<file path="src/design/etsc_pkg.sv">
/*
  shared types and constants of the event time stamp capture block.
  assumes the surrounding clock/calendar core presents its time as a packed struct
  and that the register interface hands over decoded strobes on the same clock.
*/
// What this block does
// - high overwrite bit selects last or first
// - high first capture only when bank zero
// - high counter counts every high event while stamp enable set
// - high clear zeroes bank, flag; reads zero
// - host read of high bank blocks capture
// - status write clears high and low flags
// - sync actions give no extra second tick
// - event function off in backup supply
// - external event copies time into bank
// - event overwrite bit selects last or first
// - event counter counts every event
// - each written one clears event bank once
// - event clear leaves event flag alone
// - event first decision uses counter zero
// - power-on clears event bank if pin high
// - sync: stamp, clear hundredths, drop enable
// - stop halts tick, hundredths held zero
// - seconds write or sync zeroes hundredths
// - event sets flag; irq gated by enable
// - host read of event bank blocks capture
// - high event when reading top exceeds threshold
// - high capture only with stamp enable set
package etsc_pkg;

  // ---------------------------------------------------------------
  // time and bank layout
  // ---------------------------------------------------------------
  typedef struct packed {
    logic [7:0] hundredths;
    logic [7:0] seconds;
    logic [7:0] minutes;
    logic [7:0] hours;
    logic [7:0] date;
    logic [7:0] month;
    logic [7:0] year;
  } etsc_time_t;

  typedef struct packed {
    logic [7:0] count;
    etsc_time_t stamp;
  } etsc_bank_t;

  localparam int ETSC_BYTE_W = 8;
  localparam logic [7:0] ETSC_ZERO_BYTE = 8'h00;
  localparam logic [7:0] ETSC_ONE_BYTE = 8'h01;
  localparam etsc_bank_t ETSC_BANK_CLEAR = '0;

  // thermometer reading and the slice compared against the threshold
  localparam int ETSC_TEMP_W = 12;
  localparam int ETSC_TEMP_HI = 11;
  localparam int ETSC_TEMP_LO = 4;

  // ---------------------------------------------------------------
  // timing
  // ---------------------------------------------------------------
  localparam int ETSC_CLK_HZ = 40_000_000;
  localparam int ETSC_HUNDREDTH_HZ = 100;
  localparam int ETSC_HUNDREDTH_CYC = ETSC_CLK_HZ / ETSC_HUNDREDTH_HZ;
  localparam int ETSC_HUNDREDTHS_PER_S = 100;
  // settle cycles of the event pin filter after power-on
  localparam int ETSC_POR_SAMPLE_CYC = 4;

  // external pin edge detector state
  typedef enum logic [1:0] {
    ETSC_PIN_IDLE = 2'b00,
    ETSC_PIN_HIGH = 2'b01,
    ETSC_PIN_SEEN = 2'b10
  } etsc_pin_st_t;

endpackage

</file>
<file path="src/design/etsc_edge_det.sv">
/*
  two-flop synchroniser and rising edge detector for the external event pin.
  assumes the pin is asynchronous to i_ref_clk and slow next to it.
*/
`timescale 1ns/1ps
`default_nettype none
module etsc_edge_det (
  // clock and reset
  input wire logic i_ref_clk,
  input wire logic i_rst_n,
  // pin side
  input wire logic i_pin,
  // synchronous side
  output logic o_level,
  output logic o_rise
);
  import etsc_pkg::*;

  logic meta_r;
  logic sync_r;
  etsc_pin_st_t st_r;
  etsc_pin_st_t st_nxt;

  // ---------------------------------------------------------------
  // synchroniser
  // ---------------------------------------------------------------
  always_ff @(posedge i_ref_clk) begin
    if (!i_rst_n) begin
      meta_r <= 1'b0;
      sync_r <= 1'b0;
    end else begin
      meta_r <= i_pin;
      sync_r <= meta_r;
    end
  end

  // ---------------------------------------------------------------
  // edge state
  // ---------------------------------------------------------------
  always_comb begin
    case (st_r)
      ETSC_PIN_IDLE: st_nxt = sync_r ? ETSC_PIN_SEEN : ETSC_PIN_IDLE;
      ETSC_PIN_SEEN: st_nxt = sync_r ? ETSC_PIN_HIGH : ETSC_PIN_IDLE;
      ETSC_PIN_HIGH: st_nxt = sync_r ? ETSC_PIN_HIGH : ETSC_PIN_IDLE;
      default: st_nxt = ETSC_PIN_IDLE;
    endcase
  end

  // reset state is high, but sync_r resets low so the state drops to idle and a pin already high at release still gives a rise
  always_ff @(posedge i_ref_clk) begin
    if (!i_rst_n) begin
      st_r <= ETSC_PIN_HIGH;
    end else begin
      st_r <= st_nxt;
    end
  end

  assign o_level = sync_r;
  assign o_rise = (st_r == ETSC_PIN_SEEN);
endmodule
`default_nettype wire

</file>
<file path="src/design/etsc_stamp_bank.sv">
/*
  one time stamp bank: event counter plus captured time.
  assumes capture and clear arrive as single-cycle strobes and block as a level on i_ref_clk.
*/
`timescale 1ns/1ps
`default_nettype none
module etsc_stamp_bank #(
  parameter bit COUNT_ONLY_FIRST = 1'b0
) (
  // clock and reset
  input wire logic i_ref_clk,
  input wire logic i_rst_n,
  // control
  input wire logic i_event,
  input wire logic i_overwrite,
  input wire logic i_block,
  input wire logic i_clear,
  input wire etsc_pkg::etsc_time_t i_time,
  // bank contents
  output etsc_pkg::etsc_bank_t o_bank
);
  import etsc_pkg::*;

  etsc_bank_t bank_r;
  logic first_ok;

  // the event bank decides on the counter alone; the high bank needs all zero
  assign first_ok = COUNT_ONLY_FIRST ? (bank_r.count == ETSC_ZERO_BYTE)
                                     : (bank_r == ETSC_BANK_CLEAR);

  // ---------------------------------------------------------------
  // bank update
  // ---------------------------------------------------------------
  always_ff @(posedge i_ref_clk) begin
    if (!i_rst_n) begin
      bank_r <= ETSC_BANK_CLEAR;
    end else if (i_clear) begin
      bank_r <= ETSC_BANK_CLEAR;
    end else if (i_event) begin
      // counter wraps at its width and counts even when blocked
      bank_r.count <= bank_r.count + ETSC_ONE_BYTE;
      if (!i_block && (i_overwrite || first_ok)) begin
        bank_r.stamp <= i_time;
      end
    end
  end

  assign o_bank = bank_r;
endmodule
`default_nettype wire

</file>
<file path="src/design/etsc_top.sv">
/*
  event time stamp capture: high temperature and external event banks,
  hundredths counter with resync, flags and interrupt request.
  assumes the host register logic supplies one-cycle write strobes, a level
  while a bank is being read, and receives the banks and flags as ports.
  the seconds and calendar registers live outside and arrive on i_time.
*/
`timescale 1ns/1ps
`default_nettype none
module etsc_top #(
  parameter int HUNDREDTH_CYC = etsc_pkg::ETSC_HUNDREDTH_CYC
) (
  // clock and reset
  input wire logic i_ref_clk,
  input wire logic i_rst_n,
  // time from the calendar core
  input wire etsc_pkg::etsc_time_t i_time,
  input wire logic i_stop,
  input wire logic i_seconds_wr,
  // thermometer
  input wire logic i_meas_done,
  input wire logic [etsc_pkg::ETSC_TEMP_W-1:0] i_temp,
  input wire logic [7:0] i_high_threshold,
  input wire logic i_high_stamp_enable,
  // high bank control
  input wire logic i_high_stamp_overwrite,
  input wire logic i_high_stamp_clear_wr,
  input wire logic i_high_bank_rd,
  // low flag set from the low comparator outside
  input wire logic i_low_temp_event,
  // status write strobe
  input wire logic i_status_wr,
  input wire logic i_high_flag_clr,
  input wire logic i_event_flag_clr,
  // event bank control
  input wire logic i_external_event_pin,
  input wire logic i_backup_supply_state,
  input wire logic i_event_stamp_overwrite,
  input wire logic i_event_stamp_clear_wr,
  input wire logic i_event_stamp_clear_val,
  input wire logic i_event_bank_rd,
  input wire logic i_event_sync_enable_wr,
  input wire logic i_event_sync_enable_val,
  input wire logic i_event_irq_enable,
  // banks
  output etsc_pkg::etsc_bank_t o_high_bank,
  output etsc_pkg::etsc_bank_t o_event_bank,
  output logic [7:0] o_hundredths,
  // status
  output logic o_high_temp_flag,
  output logic o_low_temp_flag,
  output logic o_external_event_flag,
  output logic o_event_sync_enable,
  output logic o_event_stamp_clear,
  output logic o_high_stamp_clear,
  output logic o_second_tick,
  output logic o_irq_n
);
  import etsc_pkg::*;

  logic pin_level;
  logic pin_rise;
  logic ev_det;
  logic high_det;
  logic high_clear;
  logic event_clear;
  logic resync;
  logic [7:0] hund_r;
  logic [31:0] pre_r;
  logic tick_r;
  logic high_flag_r;
  logic low_flag_r;
  logic ev_flag_r;
  logic sync_en_r;
  logic ev_clr_bit_r;
  logic irq_n_r;
  logic [2:0] por_cnt_r;
  logic por_done_r;
  logic por_clear;
  etsc_time_t cap_time;

  // ---------------------------------------------------------------
  // event pin
  // ---------------------------------------------------------------
  etsc_edge_det u_pin (
    .i_ref_clk(i_ref_clk),
    .i_rst_n(i_rst_n),
    .i_pin(i_external_event_pin),
    .o_level(pin_level),
    .o_rise(pin_rise)
  );

  // no enable bit; the backup supply state and the power-on sample window silence it
  assign ev_det = pin_rise && !i_backup_supply_state && por_done_r;

  // ---------------------------------------------------------------
  // power-on clear of the event bank, pin sampled after release
  // ---------------------------------------------------------------
  always_ff @(posedge i_ref_clk) begin
    if (!i_rst_n) begin
      por_cnt_r <= 3'h0;
      por_done_r <= 1'b0;
    end else if (!por_done_r) begin
      por_cnt_r <= por_cnt_r + 3'h1;
      por_done_r <= (por_cnt_r == 3'(ETSC_POR_SAMPLE_CYC - 1));
    end
  end

  assign por_clear = !por_done_r && (por_cnt_r == 3'(ETSC_POR_SAMPLE_CYC - 1))
                     && pin_level;

  // ---------------------------------------------------------------
  // clear strobes
  // ---------------------------------------------------------------
  // every write of one clears, a held one does nothing more
  assign event_clear = (i_event_stamp_clear_wr && i_event_stamp_clear_val) || por_clear;
  assign high_clear = i_high_stamp_clear_wr;

  always_ff @(posedge i_ref_clk) begin
    if (!i_rst_n) begin
      ev_clr_bit_r <= 1'b0;
    end else if (i_event_stamp_clear_wr) begin
      ev_clr_bit_r <= i_event_stamp_clear_val;
    end
  end

  // ---------------------------------------------------------------
  // high temperature detect
  // ---------------------------------------------------------------
  assign high_det = i_meas_done && !i_stop
                    && (i_temp[ETSC_TEMP_HI:ETSC_TEMP_LO] > i_high_threshold);

  // ---------------------------------------------------------------
  // hundredths prescaler and second tick
  // ---------------------------------------------------------------
  // stamp takes the old hundredths, which are zeroed on the same edge
  assign resync = i_seconds_wr || (ev_det && sync_en_r);

  always_ff @(posedge i_ref_clk) begin
    if (!i_rst_n) begin
      pre_r <= 32'h0;
      hund_r <= ETSC_ZERO_BYTE;
      tick_r <= 1'b0;
    end else if (i_stop || resync) begin
      // prescaler restarts; any pending tick is dropped
      pre_r <= 32'h0;
      hund_r <= ETSC_ZERO_BYTE;
      tick_r <= 1'b0;
    end else if (pre_r == 32'(HUNDREDTH_CYC - 1)) begin
      pre_r <= 32'h0;
      if (hund_r == 8'(ETSC_HUNDREDTHS_PER_S - 1)) begin
        hund_r <= ETSC_ZERO_BYTE;
        tick_r <= 1'b1;
      end else begin
        hund_r <= hund_r + ETSC_ONE_BYTE;
        tick_r <= 1'b0;
      end
    end else begin
      pre_r <= pre_r + 32'h1;
      tick_r <= 1'b0;
    end
  end

  always_comb begin
    cap_time = i_time;
    cap_time.hundredths = hund_r;
  end

  // ---------------------------------------------------------------
  // banks
  // ---------------------------------------------------------------
  etsc_stamp_bank #(
    .COUNT_ONLY_FIRST(1'b0)
  ) u_high (
    .i_ref_clk(i_ref_clk),
    .i_rst_n(i_rst_n),
    .i_event(high_det && i_high_stamp_enable),
    .i_overwrite(i_high_stamp_overwrite),
    .i_block(i_high_bank_rd),
    .i_clear(high_clear),
    .i_time(cap_time),
    .o_bank(o_high_bank)
  );

  etsc_stamp_bank #(
    .COUNT_ONLY_FIRST(1'b1)
  ) u_event (
    .i_ref_clk(i_ref_clk),
    .i_rst_n(i_rst_n),
    .i_event(ev_det),
    .i_overwrite(i_event_stamp_overwrite),
    .i_block(i_event_bank_rd),
    .i_clear(event_clear),
    .i_time(cap_time),
    .o_bank(o_event_bank)
  );

  // ---------------------------------------------------------------
  // flags; a set in the same cycle as a clear wins
  // ---------------------------------------------------------------
  always_ff @(posedge i_ref_clk) begin
    if (!i_rst_n) begin
      high_flag_r <= 1'b0;
    end else if (high_det && i_high_stamp_enable) begin
      high_flag_r <= 1'b1;
    end else if (i_status_wr || high_clear || i_high_flag_clr) begin
      high_flag_r <= 1'b0;
    end
  end

  always_ff @(posedge i_ref_clk) begin
    if (!i_rst_n) begin
      low_flag_r <= 1'b0;
    end else if (i_low_temp_event) begin
      low_flag_r <= 1'b1;
    end else if (i_status_wr) begin
      low_flag_r <= 1'b0;
    end
  end

  // the stamp clear is deliberately not among the clear terms
  always_ff @(posedge i_ref_clk) begin
    if (!i_rst_n) begin
      ev_flag_r <= 1'b0;
    end else if (ev_det) begin
      ev_flag_r <= 1'b1;
    end else if (i_event_flag_clr) begin
      ev_flag_r <= 1'b0;
    end
  end

  // ---------------------------------------------------------------
  // sync enable, cleared by hardware after its event
  // ---------------------------------------------------------------
  always_ff @(posedge i_ref_clk) begin
    if (!i_rst_n) begin
      sync_en_r <= 1'b0;
    end else if (ev_det && sync_en_r) begin
      sync_en_r <= 1'b0;
    end else if (i_event_sync_enable_wr) begin
      sync_en_r <= i_event_sync_enable_val;
    end
  end

  always_ff @(posedge i_ref_clk) begin
    if (!i_rst_n) begin
      irq_n_r <= 1'b1;
    end else begin
      irq_n_r <= !(ev_flag_r && i_event_irq_enable);
    end
  end

  assign o_hundredths = hund_r;
  assign o_high_temp_flag = high_flag_r;
  assign o_low_temp_flag = low_flag_r;
  assign o_external_event_flag = ev_flag_r;
  assign o_event_sync_enable = sync_en_r;
  assign o_event_stamp_clear = ev_clr_bit_r;
  assign o_high_stamp_clear = 1'b0;
  assign o_second_tick = tick_r;
  assign o_irq_n = irq_n_r;
endmodule
`default_nettype wire

</file>
<file path="config.mk">
export PLATFORM = sky130hd
export DESIGN_NAME = etsc_top
export DESIGN_NICKNAME = d
export VERILOG_FILES = /design/src/design/etsc_pkg.sv /design/src/design/etsc_edge_det.sv /design/src/design/etsc_stamp_bank.sv /design/src/design/etsc_top.sv
export SDC_FILE = /design/constraint.sdc
export NUM_CORES = 1
export LEC_CHECK = 0
export BUFFER_PORTS_ARGS = -buffer_cell sky130_fd_sc_hd__buf_2
export CORE_UTILIZATION = 55
export CTS_CLUSTER_DIAMETER = 100
export CTS_CLUSTER_SIZE = 20
export DETAILED_ROUTE_END_ITERATION = 10
export PLACE_DENSITY = 0.85
export SLEW_MARGIN = 20
export SYNTH_ARGS = -nofsm -noshare
export SYNTH_HDL_FRONTEND = slang
export SYNTH_SLANG_ARGS = --single-unit
</file>
<file path="constraint.sdc">
create_clock -name i_ref_clk -period 3.6 [get_ports i_ref_clk]
set_clock_uncertainty 0.2 [all_clocks]
set_input_delay 0.18 -clock i_ref_clk [delete_from_list [all_inputs] [get_ports i_ref_clk]]
set_output_delay 0.18 -clock i_ref_clk [all_outputs]
set_load 0.005 [all_outputs]
</file>
Word level (Yosys, flattened, before mapping)
Cells that the tools add are included.
{"block": "totals", "register_bits": 183, "inputBits": 98, "out_inout_bits": 144, "elab_cells": 95}
{"block": "classes", "addsub": 5, "magnitude_cmp": 1, "n_eq_ne": 5, "n_mux": 12, "bitwise_logic": 2, "n_reduce_logical": 40}
{"operator": "zero test 64 bit", "count": 1}
{"operator": "adder 32 x 1 -> 32 bit (second input constant)", "count": 1}
{"operator": "== test 32 x 19 -> 1 bit (second input constant)", "count": 1}
{"operator": "adder 8 x 1 -> 8 bit (second input constant)", "count": 3}
{"operator": "logical AND 1 bit", "count": 12}
{"operator": "OR reduction 2 bit", "count": 5}
{"operator": "two-way mux 1 bit", "count": 9}
{"operator": "== test 8 x 7 -> 1 bit (second input constant)", "count": 1}
{"operator": "> comparator 8 bit", "count": 1}
{"operator": "zero test 8 bit", "count": 1}
{"operator": "two-way mux 8 bit", "count": 1}
{"operator": "logical OR 1 bit", "count": 7}
{"operator": "zero test 1 bit", "count": 6}
{"operator": "nonzero test 2 bit", "count": 3}
{"operator": "OR reduction 3 bit", "count": 2}
{"operator": "one-hot mux 2 bit (2 select lines)", "count": 1}
{"operator": "AND reduction 2 bit", "count": 2}
{"operator": "adder 3 x 1 -> 3 bit (second input constant)", "count": 1}
{"operator": "== test 3 x 2 -> 1 bit (second input constant)", "count": 1}
{"operator": "== test 2 x 1 -> 1 bit (second input constant)", "count": 1}
{"operator": "== test 2 bit (second input constant)", "count": 1}
{"operator": "zero test 2 bit", "count": 1}
{"operator": "two-way mux 2 bit", "count": 1}
{"operator": "NOT 1 bit", "count": 2}

Logic depth before layout (Yosys ltp)
{"block": "depth", "ltp_word": 7, "ltp_mapped": 10, "ltp_nobuf": 8}

Modules after synthesis
Synthesis repeated with hierarchy kept, for this count alone.
{"block": "hier_totals", "cells_unflattened": 982, "area_unflattened_um2": 8709.6}
{"module": "etsc_stamp_bank at u_high", "instances": 1, "cells_per_inst": 505, "area_each_um2": 3875.0, "seq_area_each_um2": 1281.2}
{"module": "etsc_top", "instances": 1, "cells_per_inst": 292, "area_each_um2": 2548.7, "seq_area_each_um2": 1021.0}
{"module": "etsc_stamp_bank at u_event", "instances": 1, "cells_per_inst": 171, "area_each_um2": 2128.3, "seq_area_each_um2": 1281.2}
{"module": "etsc_edge_det", "instances": 1, "cells_per_inst": 14, "area_each_um2": 157.7, "seq_area_each_um2": 80.1}

Least setup slack after synthesis
No wires, ideal clock.
{"block": "synth_timing", "path_type": "flip-flop to flip-flop", "from": "register u_high.bank_r (netlist bit u_high.o_bank[56])", "to": "register u_high.bank_r (netlist bit u_high.o_bank[0])", "setup_ns": 0.128, "t_arrival_ns": 1.782, "t_required_ns": 3.272, "setup_slack_ns": 1.490, "stages_incl_launch_ff": 11, "path_buffers": 2, "synth_period_minus_slack_ns": 2.110, "path_cell_list": "dfxtp_1 -> inv_1 -> ha_1 -> nor4b_1 -> nand4_1 -> o41ai_2 -> o211ai_1 -> buf_6 -> buf_6 -> nand3_1 -> o21ai_1"}
{"block": "synth_via", "elab_chain_len": 4}
{"element": "start, declared", "line_no": "etsc_stamp_bank.sv:24", "rtl": "etsc_bank_t bank_r;"}
{"element": "zero test 64 bit", "line_no": "etsc_stamp_bank.sv:29", "rtl": ": (bank_r == ETSC_BANK_CLEAR);"}
{"element": "logical OR 1 bit", "line_no": "etsc_stamp_bank.sv:42", "rtl": "if (!i_block && (i_overwrite || first_ok)) begin"}
{"element": "logical AND 1 bit", "line_no": "etsc_stamp_bank.sv:42"}
{"element": "AND reduction 2 bit (no source line)"}
Every way passes these cells.
A chain may end at the register's enable or synchronous reset.

Final worst setup path
{"block": "layout_timing", "from": "register u_high.bank_r (netlist bit u_high.o_bank[51])", "to": "register u_high.bank_r (netlist bit u_high.o_bank[2])"}
Same word-level chain as after synthesis.

==> run metrics <==
GRT Total Usage=0.317; min Tclk post-route=~2700 ps; DRC Markers=0; H-tree levels=4; combinational share of power=0.063; Routed WL per cell=16.4 um; number of I/O pins=242; #FFs+latches synth=between 150 and 200; MaxCap Viol Count=0; Die Wd=119 um; FF-to-FF Start=u_high.o_bank[51]; Met1 Wirelength=approximately 8.8 mm; sw frac=0.214; top-area cell type share of the netlist area=0.487; Arr. time, crit path=between 2000 and 3000 ps; CTS Buf Count=17; asr flop ratio synth=0; root buffer cell=clkbuf_16; Crit Path Max Fanout=94; row count=42; Int Power=0.00328 W; RSZ-0062 raised after global routing=no; Routed WL=22.2 mm; initial antenna violation count=0; max frequency=approximately 370 MHz; hold_buf cts=66; CTS clk-pin slew, worst paths=approximately 60 ps; Syn Nets=between 1000 and 1500; share of cells above drive strength 1=0.252; synth cell count leaders=nand2_1, dfxtp_1, nand3_1; Seq pwr share=0.491; worst slew pin tran=939 ps; FF+latch area=between 3000 and 4000 um2; worst hold margin=around 68 ps; Highest Signal Layer=met4; starting density of the core=0.566; pre-CTS WS=~900 ps; VDD IR max=0.000283 V; post-synth top area cell=dfxtp_1; Nets=1281; placed inst area=8730 um2; DR iter-0 viols=730; post-CTS sizing=0; leak pwr=4.21 nW; top cells by area, synth=dfxtp_1, nand2_1, nand3_1; top_reg_cell synth=dfxtp_1; Multi-input gate area=3530 um2; post-route cell area=about 10000 um2; die area=14200 um2; Clock Sink Count=183; Final Wtd Congestion=0.830; PwrDens=around 420 nW/um2; GR Overflow Total=0; clk_lat worst skew=430 ps; outcome=complete, no violations; first-pass iteration count of the detailed router=6; YS warnings=0; first-pass GRT wire length=between 30 and 40 mm; Relative slew margins=0.374; Setup CP Type=reg2reg; post-synthesis cell area=7520 um2; Clk pwr share=0.446; CP required=about 3700 ps; DR WL met2=10.8 mm; CP endpoint kind=flop; pin count of the biggest net entering global routing=between 90 and 100; Final period util=0.759; Mean Syn Cell Area=8.42 um2; fin. max-slew vios=0; count leader, synth=nand2_1; vias in the first global route=6915; final hold violation count=0; TNS Setup=0 ps; cell count after placement=1255; crit start category=flop; end of the critical path=u_high.o_bank[2]; Core Footprint=13300 um2; crit path launch=u_high.o_bank[51]; # setup viols final=0; die height=119 um; vias per cell=around 5.6; Hold Crit Class=in2reg; DP Wirelength=14.0 mm; Worst Setup Slack, final=868 ps; EDFF count, synth=0; CTS Buffer Depth=2; # port buffers=228; sequential fraction of the synthesis area=0.487; Reg-to-Reg End=u_high.o_bank[2]; CTS tree=done; Layout Cells excl Fill=1351; Layout Area Growth over Synthesis=32.7%; routed vias=7502; ANT cells=0; R2R Setup Slk=870 ps; Net Sw Power=0.000895 W; remaining antenna violation count=0; Synth Instances=893; fillers=895; # Post-CTS Setup Buffers=0; r2r worst-path depth=7; post-synth cell types=45; met3 wire length=1.51 mm
layer usage:
metal / vias up / global-route usage
met4: 0 / 0.172
met3: 89 / 0.0800
li1: 3570 / -
met1: 3471 / 0.368
met2: 372 / 0.535
met5: - / 0
area by class of cell:
type	count	area share
sequential	183	0.367
tap	176	0.0221
multi-input combinational	638	0.354
inverter	19	0.00715
timing repair buffer	305	0.191
clock inverter	9	0.0127
clock buffer	21	0.0461
sequential cells by signal (all words and copies together) (netlist names):
| name | count |
|---|---|
| por_done_r | 1 |
| u_pin.meta_r | 1 |
| o_event_sync_enable | 1 |
| o_low_temp_flag | 1 |
| pre_r | 32 |
| u_pin.st_r | 2 |
| o_external_event_flag | 1 |
| o_high_temp_flag | 1 |
| por_cnt_r | 3 |
| o_event_stamp_clear | 1 |
| o_irq_n | 1 |
| o_second_tick | 1 |
| u_event.o_bank | 64 |
| u_pin.o_level | 1 |
| o_hundredths | 8 |
| u_high.o_bank | 64 |
metrics by stage:
step	power [W]	utilization
3_3_place_gp	0.00229	0.657
3_5_place_dp	0.00230	0.657
2_1_floorplan	0.00220	-
5_1_grt	0.00433	0.751
4_1_cts	0.00419	0.750
6_report	0.00418	0.751
cells by family (layout without fill, tap and decap cells):
group                    after synthesis  in the layout  synth area share
other                                  1              1          0.000498
XOR/XNOR                              47             47            0.0547
AO/OA/AOI/OAI                        141            141             0.111
flip-flops                           183            183             0.487
AND/OR/NAND/NOR                      426            426             0.264
multiplexers                           4              4           0.00532
buffers and inverters                 72            354            0.0462
adder cells (fa/ha/maj)               19             19            0.0316
worst max-delay path, cell delays in order, from the launching register on:
cell and delay, ps:
dfxtp_1 320, nor4_1 510, nand4_1 180, o41ai_2 420, o211ai_1 180, buf_4 420
nand3_1 230, o21ai_1 80
power groups by stage:
stage | combinational (W) | clock [W] | sequential (W)
finish | 0.000262 | 0.00186 | 0.00205
global route | 0.000285 | 0.00199 | 0.00205
CTS | 0.000255 | 0.00189 | 0.00205
detailed placement | 0.000198 | 0 | 0.00210
global placement | 0.000194 | 0 | 0.00210
floorplan | 0.000110 | 0 | 0.00209
layout by cell type (no fill, tap or decap), types with 2 or more instances in the layout:
cell           synthesis  layout
buf_4                  1       9
or3_1                  4       3
xor2_1                31      31
a21boi_0               3       3
nor4b_1                3       3
o211ai_1               5       5
clkinv_2               0       4
nor2b_1                5       4
dlygate4sd3_1          0      66
nand2b_1               5       5
a21oi_1               65      65
buf_2                  5     228
or4_1                  3       3
o31ai_1                2       2
o21ai_2               20      20
and3_1                11      11
nand3_1               77      77
nor3_1                 8       7
dfxtp_1              183     183
nand2_1              192     192
nand4_1               21      21
bufinv_16              0       3
o21ai_0                4       4
o21a_1                 4       4
nor4_1                19      19
xnor2_1               16      16
and2_1                 8       8
mux2i_1                4       4
ha_1                  19      19
o21ai_1               36      36
clkbuf_8               0       2
nor2_1                59      59
clkbuf_1              28       2
nand3b_1               2       2
clkbuf_16              0      17
buf_12                 0       2
inv_1                 19      19
worst min-delay path by stage:
stage | start | endpoint | depth (start not counted)
floorplan | i_event_irq_enable | o_irq_n | 1
finish | i_stop | o_hundredths[6] | 4
CTS | i_backup_supply_state | u_event.o_bank[57] | 4
global route | i_high_stamp_enable | u_high.o_bank[58] | 5
global placement | i_event_irq_enable | o_irq_n | 2
detailed placement | i_event_irq_enable | o_irq_n | 2
Power figures use the tool's default switching activity.
